<file path="src/common/gate_pkg.sv">
`default_nettype none
package gate_pkg;

  // Register byte addresses (word aligned)
  localparam logic [3:0] ADDR_GATE_CONTROL = 4'h0;
  localparam logic [3:0] ADDR_COUNT_LOW    = 4'h4;
  localparam logic [3:0] ADDR_COUNT_HIGH   = 4'h8;
  localparam logic [3:0] ADDR_RUN_CTL      = 4'hC;

  // Gate control field positions
  localparam int BIT_GATE_ENABLE = 7;
  localparam int BIT_POLARITY    = 6;
  localparam int BIT_TOGGLE      = 5;
  localparam int BIT_SINGLE      = 4;
  localparam int BIT_GO          = 3;
  localparam int BIT_LEVEL       = 2;
  localparam int BIT_SRC_HI      = 1;
  localparam int BIT_SRC_LO      = 0;

  // Run control register bits
  localparam int BIT_RUN         = 0;
  localparam int BIT_FULL_RESET  = 1;

  // Reset values
  localparam logic [7:0]  GATE_CONTROL_RESET = 8'h00;
  localparam logic [15:0] COUNT_RESET        = 16'h0000;

  // Gate source codes
  typedef enum logic [1:0] {
    SRC_PIN   = 2'b00,
    SRC_OVF   = 2'b01,
    SRC_CMP_A = 2'b10,
    SRC_CMP_B = 2'b11
  } gate_src_t;

  // Raw gate inputs travelling together
  typedef struct packed {
    logic pin;
    logic ovf;
    logic cmp_a_sync_out;
    logic cmp_b_sync_out;
  } gate_inputs_t;

  // Classic Wishbone request
  typedef struct packed {
    logic        cyc;
    logic        stb;
    logic        we;
    logic [3:0]  adr;
    logic [3:0]  sel;
    logic [31:0] dat;
  } wb_req_t;

endpackage : gate_pkg
`default_nettype wire

</file>
<file path="src/hdl/gate_timer.sv">
// Summary of operation
// - Polarity bit picks high or low active gate
// - Toggle mode off holds toggle flop clear
// - Toggle flop inverts on each gate rise
// - Single pulse mode controls gate when set
// - Go bit set arms, waits for edge
// - Go bit reads zero when done or idle
// - Read-only bit shows present gate level
// - Level bit ignores gate enable setting
// - Two-bit field selects among four gate sources
// - Sixteen-bit count via high and low bytes
// - Run clear stops count, clears toggle flop
// - Software arms go, falling level clears it
// - Falling level sets event flag, software clears
`timescale 1ns/100ps
`default_nettype none
module gate_timer
  import gate_pkg::*;
(
  // Clock and reset
  input  wire logic          clk_i,
  input  wire logic          rst_i,
  input  wire logic          full_reset_i,
  // Wishbone slave
  input  wire logic          cyc_i,
  input  wire logic          stb_i,
  input  wire logic          we_i,
  input  wire logic [3:0]    adr_i,
  input  wire logic [3:0]    sel_i,
  input  wire logic [31:0]   dat_i,
  output logic      [31:0]   dat_o,
  output logic               ack_o,
  // Gate sources
  input  wire gate_pkg::gate_inputs_t gate_raw_i,
  // Interrupt
  output logic               irq_o
);
  import gate_pkg::*;

  ////////////////////////////////////////////////////////////////////////////
  typedef struct packed {
    logic [7:0]  ctl;
    logic        run;
    logic        toggle_ff;
    logic        sp_open;
    logic        level;
    logic        level_d1;
    logic        sel_d1;
    logic [15:0] count;
    logic        event_flag;
    logic        irq_en;
    logic        irq;
    logic        ack;
    logic [31:0] rdata;
  } state_t;

  state_t q, d;
  logic   sel_gate;
  logic   polar;
  logic   rise;
  logic   wr;
  logic   rd;

  gate_sync u_sync (
    .clk_i (clk_i),
    .rst_i (rst_i),
    .src_i (gate_src_t'(q.ctl[BIT_SRC_HI:BIT_SRC_LO])),
    .raw_i (gate_raw_i),
    .sel_o (sel_gate)
  );

  function automatic logic byte_hit(input logic [3:0] a, input logic [3:0] want,
                                    input logic [3:0] s);
    byte_hit = (a == want) && s[0];
  endfunction : byte_hit

  ////////////////////////////////////////////////////////////////////////////
  always_comb
  begin
    d       = q;
    wr      = cyc_i && stb_i && we_i && !q.ack;
    rd      = cyc_i && stb_i && !we_i && !q.ack;
    d.ack   = cyc_i && stb_i && !q.ack;
    d.sel_d1 = sel_gate;
    // Polarity folds into the source before toggling
    polar   = q.ctl[BIT_POLARITY] ? sel_gate : !sel_gate;
    // Active edge of the polarity-adjusted gate
    rise    = polar && !(q.ctl[BIT_POLARITY] ? q.sel_d1 : !q.sel_d1);
    if (!q.ctl[BIT_TOGGLE] || !q.run)
      d.toggle_ff = 1'b0;
    else if (rise)
      d.toggle_ff = !q.toggle_ff;
    // Armed acquisition opens only on a fresh edge
    // A gate already active when go is set must not start the pulse
    if (!q.ctl[BIT_SINGLE] || !q.ctl[BIT_GO])
      d.sp_open = 1'b0;
    else if (rise)
      d.sp_open = 1'b1;
    // Effective gate level, independent of gate enable
    d.level = q.ctl[BIT_TOGGLE] ? q.toggle_ff : polar;
    if (q.ctl[BIT_SINGLE])
      d.level = q.ctl[BIT_GO] && q.sp_open
                && (q.ctl[BIT_TOGGLE] ? q.toggle_ff : polar);
    d.level_d1 = q.level;
    // Counting
    if (q.run && (!q.ctl[BIT_GATE_ENABLE] || q.level))
      d.count = q.count + 16'h0001;
    // Falling edge of level
    if (q.level_d1 && !q.level)
    begin
      d.ctl[BIT_GO]  = 1'b0;
      d.event_flag   = 1'b1;
    end
    if (wr && sel_i[0])
    begin
      unique case (adr_i)
        ADDR_GATE_CONTROL:
        begin
          d.ctl[7:4] = dat_i[7:4];
          d.ctl[1:0] = dat_i[1:0];
          if (q.ctl[BIT_SINGLE] || dat_i[BIT_SINGLE])
            d.ctl[BIT_GO] = dat_i[BIT_GO] && !(q.level_d1 && !q.level);
        end
        ADDR_COUNT_LOW:  d.count[7:0]  = dat_i[7:0];
        ADDR_COUNT_HIGH: d.count[15:8] = dat_i[7:0];
        ADDR_RUN_CTL:
        begin
          d.run    = dat_i[BIT_RUN];
          d.irq_en = dat_i[8];
          // Write one clears the flag; a same-cycle edge still wins
          if (dat_i[16] && !(q.level_d1 && !q.level))
            d.event_flag = 1'b0;
        end
        default: ;
      endcase
    end
    d.rdata = '0;
    if (rd)
    begin
      unique case (adr_i)
        ADDR_GATE_CONTROL: d.rdata[7:0] = {q.ctl[7:3], q.level, q.ctl[1:0]};
        ADDR_COUNT_LOW:    d.rdata[7:0] = q.count[7:0];
        ADDR_COUNT_HIGH:   d.rdata[7:0] = q.count[15:8];
        ADDR_RUN_CTL:      d.rdata      = {15'h0000, q.event_flag, 7'h00, q.irq_en,
                                           7'h00, q.run};
        default:           d.rdata      = '0;
      endcase
    end
    d.irq = d.event_flag && d.irq_en;
  end

  ////////////////////////////////////////////////////////////////////////////
  always_ff @(posedge clk_i)
  begin
    if (rst_i)
    begin
      q.run        <= 1'b0;
      q.toggle_ff  <= 1'b0;
      q.sp_open    <= 1'b0;
      q.level      <= 1'b0;
      q.level_d1   <= 1'b0;
      q.sel_d1     <= 1'b0;
      q.count      <= COUNT_RESET;
      q.event_flag <= 1'b0;
      q.irq_en     <= 1'b0;
      q.irq        <= 1'b0;
      q.ack        <= 1'b0;
      q.rdata      <= '0;
      // Gate fields survive a warm reset
      q.ctl        <= full_reset_i ? GATE_CONTROL_RESET : q.ctl;
    end
    else
      q <= d;
  end

  assign dat_o = q.rdata;
  assign ack_o = q.ack;
  assign irq_o = q.irq;
endmodule : gate_timer
`default_nettype wire

</file>
<file path="src/hdl/gate_sync.sv">
`timescale 1ns/100ps
`default_nettype none
module gate_sync
  import gate_pkg::*;
(
  // Clock and reset
  input  wire logic         clk_i,
  input  wire logic         rst_i,
  // Raw and synchronised gate inputs
  input  wire gate_src_t    src_i,
  input  wire gate_inputs_t raw_i,
  output logic              sel_o
);

  typedef struct packed {
    gate_inputs_t s1;
    gate_inputs_t s2;
    logic         sel;
  } sync_state_t;

  sync_state_t q, d;

  always_comb
  begin
    d     = q;
    d.s1  = raw_i;
    d.s2  = q.s1;
    unique case (src_i)
      SRC_PIN:   d.sel = q.s2.pin;
      SRC_OVF:   d.sel = q.s2.ovf;
      SRC_CMP_A: d.sel = q.s2.cmp_a_sync_out;
      SRC_CMP_B: d.sel = q.s2.cmp_b_sync_out;
    endcase
  end

  always_ff @(posedge clk_i)
  begin
    if (rst_i)
      q <= '0;
    else
      q <= d;
  end

  assign sel_o = q.sel;

endmodule : gate_sync
`default_nettype wire

</file>
<file path="config.mk">
export PLATFORM = sky130hd
export DESIGN_NAME = gate_timer
export DESIGN_NICKNAME = d
export VERILOG_FILES = /design/src/common/gate_pkg.sv /design/src/hdl/gate_timer.sv /design/src/hdl/gate_sync.sv
export SDC_FILE = /design/constraint.sdc
export NUM_CORES = 1
export LEC_CHECK = 0
export ABC_CLOCK_PERIOD_IN_PS = 1600
export BUFFER_PORTS_ARGS = -buffer_cell sky130_fd_sc_hd__buf_2
export CAP_MARGIN = 10
export CORE_MARGIN = 3
export CORE_UTILIZATION = 47
export CTS_BUF_LIST = sky130_fd_sc_hd__clkbuf_8
export CTS_CLUSTER_SIZE = 24
export DETAILED_ROUTE_END_ITERATION = 12
export PLACE_DENSITY = 0.78
export SLEW_MARGIN = 20
export SYNTH_ARGS = -nofsm -noshare
export SYNTH_HDL_FRONTEND = slang
export SYNTH_SLANG_ARGS = --single-unit
</file>
<file path="constraint.sdc">
create_clock -name clk_i -period 1.6 [get_ports clk_i]
set_input_delay 0.24 -clock clk_i [delete_from_list [all_inputs] [get_ports clk_i]]
set_output_delay 0.24 -clock clk_i [all_outputs]
set_load 0.005 [all_outputs]
</file>
==> results.md <==
- Avg WL per Cell: 14.40 um
- Worst Setup Start Kind: flop
- GP Congestion: 0.8596
- Violated checks: setup timing
- Final worst slack: -0.03074 ns
- Crit path time final: 1.631 ns
- Fillers: 474
- CTS Root Cell: clkbuf_8
- HP Class: in2reg
- Crit path DAT: 1.86 ns
- Worst vdd ir: 411.3 uV
- Compound-cell area share of the yosys netlist: 10.21%
- Ys flop type: dfxtp_1
- Sw frac: 22.96%
- Diode count: 0
- Max incr delay on CP: 0.52 ns
- Core Util, Final: 57.96%
- Unique masters post-synth: 44
- Max Cap Viol: 0
- Fmax: 613.2 MHz
- I/O pins: 84
- Clock Path Buffers: 2
- ANT nets after route: 0
- # DRC: 0
- Pin count of the biggest net entering global routing: 24
- Sw power: 560.2 uW
- # rows: 26
- First-pass GRT wire length: 9.321 mm
- Power Density: 813.7 mW/mm^2
- P_leak: 1.263 nW
- Main combinational cell family by area after synthesis: simple AND/OR/NAND/NOR gates
- Routed Wire Length: 5.687 mm
- Register area share after synthesis: 43.57%
- Vias per std cell: 5.197
- Slowest cell on the critical path: or4_4
- Worst clock skew: 0.007142 ns
- Htree depth: 2
- Number of synthesized flops with an enable pin: 7
- Clock power share: 37.1%
- Sink Count: 52
- Worst Path Required: 1.82 ns
- Finished Cell Area: 0.002998 sq mm
- Initial antenna violation count: 0
- IO buf count: 36
- GRT Total Usage: 19.02%
- Total grt overflow: 0
- Finish-stage setup viols: 2
- Skew-Pair Late Insertion Delay: 0.31 ns
- Part of the power in registers: 55.7%
- Critical-path maximum fanout: 7
- Simple-gate share of the synthesized area: 24.44%
- Critical path class: reg2reg
- Ys async rst share: 0%
- Commonest non-fill, non-tap cell in the layout: dfxtp_1
- Die width: 79.66 um
- Mapped Cells: 273
- Status: complete, but fails checks
- # nets final: 375
- Setup slack at placement: -0.1027 ns
- Final hold vios: 0
- Critical Path Sink Type: flop
- CTS tree: built
- Synthesized area per cell: 9.340 sq um
- Syn. warnings: 0
- Combinational share of power: 7.2%
- Placed Area: 0.002828 sq mm
- Fin crit share: 101.9%
- Total power draw: 2.439 mW
- Xor and xnor area share after synthesis: 2.748%
- DIE AREA: 0.006345 sq mm
- Internal: 1.879 mW
- Slew Limit Fails: 0
- CP Cell Sequence: ha_2 -> and2_4 -> nand4_4 -> or4_4 -> a311oi_2
- TritonRoute pass-1 iters: 4
- Core area: 0.005172 sq mm
- First DRT Iteration DRCs: 172
- Mux share of post-synthesis cell area: 6.477%
- Clock-pin slew on the worst setup and hold paths: 0.10 ns
- Ratio of cells with drive above 1 in the final layout: 29.23%
- DP HPWL: 4.334 mm
- Die Y: 79.66 um
- Area Growth Syn to Fin: 17.57%
- FF+latch count, synth: 52
- Post-Syn Area: 0.002550 sq mm
- Total CTS buffers: 5
- Starting Density: 49.30%
- Unrepaired setup endpoints after global routing: true
- Vias in the first global route: 2,040
- Vias: 2,053
- Most frequent cells in the layout: dfxtp_1 (42), nor2_1 (37), buf_2 (36)
- Synth Area in Adders: 0.4907%
==> layer usage <==
layer / share of wire, % / vias to the layer above / wire length, um / GRT usage (%)
li1: - / 1006 / - / -
met1: 43 / 987 / 2417 / 23.12
met2: 51 / 56 / 2885 / 33.64
met3: 5.9 / 4 / 336 / 4.515
met4: 0.84 / 0 / 48 / 4.639
met5: 0 / - / 0 / 0
==> flip-flops by register name, summed over array words and instances (netlist names) <==
signal / count
q: 30
dat_o: 10
u_sync.d: 4
u_sync.q: 4
ack_o: 1
d: 1
irq_o: 1
u_sync.sel_o: 1
==> repair_timing <==
| action | CTS | global route |
|---|---|---|
| cloned | 0 | 0 |
| resized for setup | 6 | 8 |
| endpoints found under the setup margin | 7 | 14 |
| pin swaps | 4 | 2 |
| hold buffers | 0 | 0 |
| buffers inserted | 1 | 0 |
==> cell families after synthesis <==
family / count (synthesis)
multiplexers: 14
adder cells (fa/ha/maj): 1
AO/OA/AOI/OAI: 38
flip-flops: 52
AND/OR/NAND/NOR: 112
other: 1
XOR/XNOR: 8
buffers and inverters: 47
==> synthesized netlist by cell type (3+ instances only) <==
library cell / n / area [sq um]
a211oi_1: 9 / 67.56
a21oi_1: 9 / 45.04
a311oi_1: 7 / 61.31
and2_1: 10 / 62.56
and3_1: 3 / 18.77
buf_2: 3 / 15.01
buf_4: 33 / 247.7
clkbuf_1: 6 / 22.52
dfxtp_1: 45 / 900.9
edfxtp_1: 7 / 210.2
inv_1: 4 / 15.01
mux2i_1: 12 / 120.1
nand2_1: 12 / 45.04
nand3_1: 5 / 25.02
nand4_1: 4 / 25.02
nor2_1: 37 / 138.9
nor2b_1: 12 / 75.07
nor3_1: 5 / 25.02
nor4_1: 3 / 18.77
o21ai_0: 7 / 35.03
or3_1: 6 / 37.54
xor2_1: 6 / 52.55
==> layout make-up <==
class	instances	area, sq um	share of cell area (%)
well taps	70	87.58	2.922
clock buffers	5	68.82	2.295
inverters	4	15.01	0.5008
repair buffers	66	409.1	13.65
flip-flops and latches	52	1117	37.27
clock inverters	3	42.54	1.419
multi-input cells	195	1257	41.94
==> path summary, 6_finish.rpt <==
kind	from	end	cells after the start	slack (ns)
worst max-delay path	q[37]	q[50]	5	-0.03
worst min-delay path	gate_raw_i[3]	u_sync.d[4]	2	0.13
worst max register to register	q[37]	q[50]	5	-0.03
worst min register to register	u_sync.d[1]	u_sync.q[1]	1	0.45
==> power by group through the flow <==
| stage | logic, mW | registers, mW | clock network (mW) |
|---|---|---|---|
| final | 0.176 | 1.36 | 0.905 |
| after global routing | 0.196 | 1.36 | 0.977 |
| after CTS | 0.172 | 1.36 | 0.910 |
| after detailed placement | 0.170 | 1.39 | 0 |
| after global placement | 0.167 | 1.39 | 0 |
| after floorplan | 0.136 | 1.38 | 0 |
==> critical path, delay by kind of cell, from the launching register on <==
family	cells	cell delay, ns
DFF	1	0.35
adders and majority gates	1	0.18
and+or+nand+nor	3	0.82
AOI/OAI and AO/OA	1	0.21
==> metrics by stage <==
step	instances	TNS, ns	hold slack [ns]
global route	395	-0.2584	0.1441
floorplan	294	0	0.3682
global placement	386	-0.1272	0.4201
detailed placement	386	-0.6702	0.4284
finish	395	-0.04537	0.1320
CTS	395	-0.004062	0.1381
No activity file was read; power rests on OpenSTA's default activity.
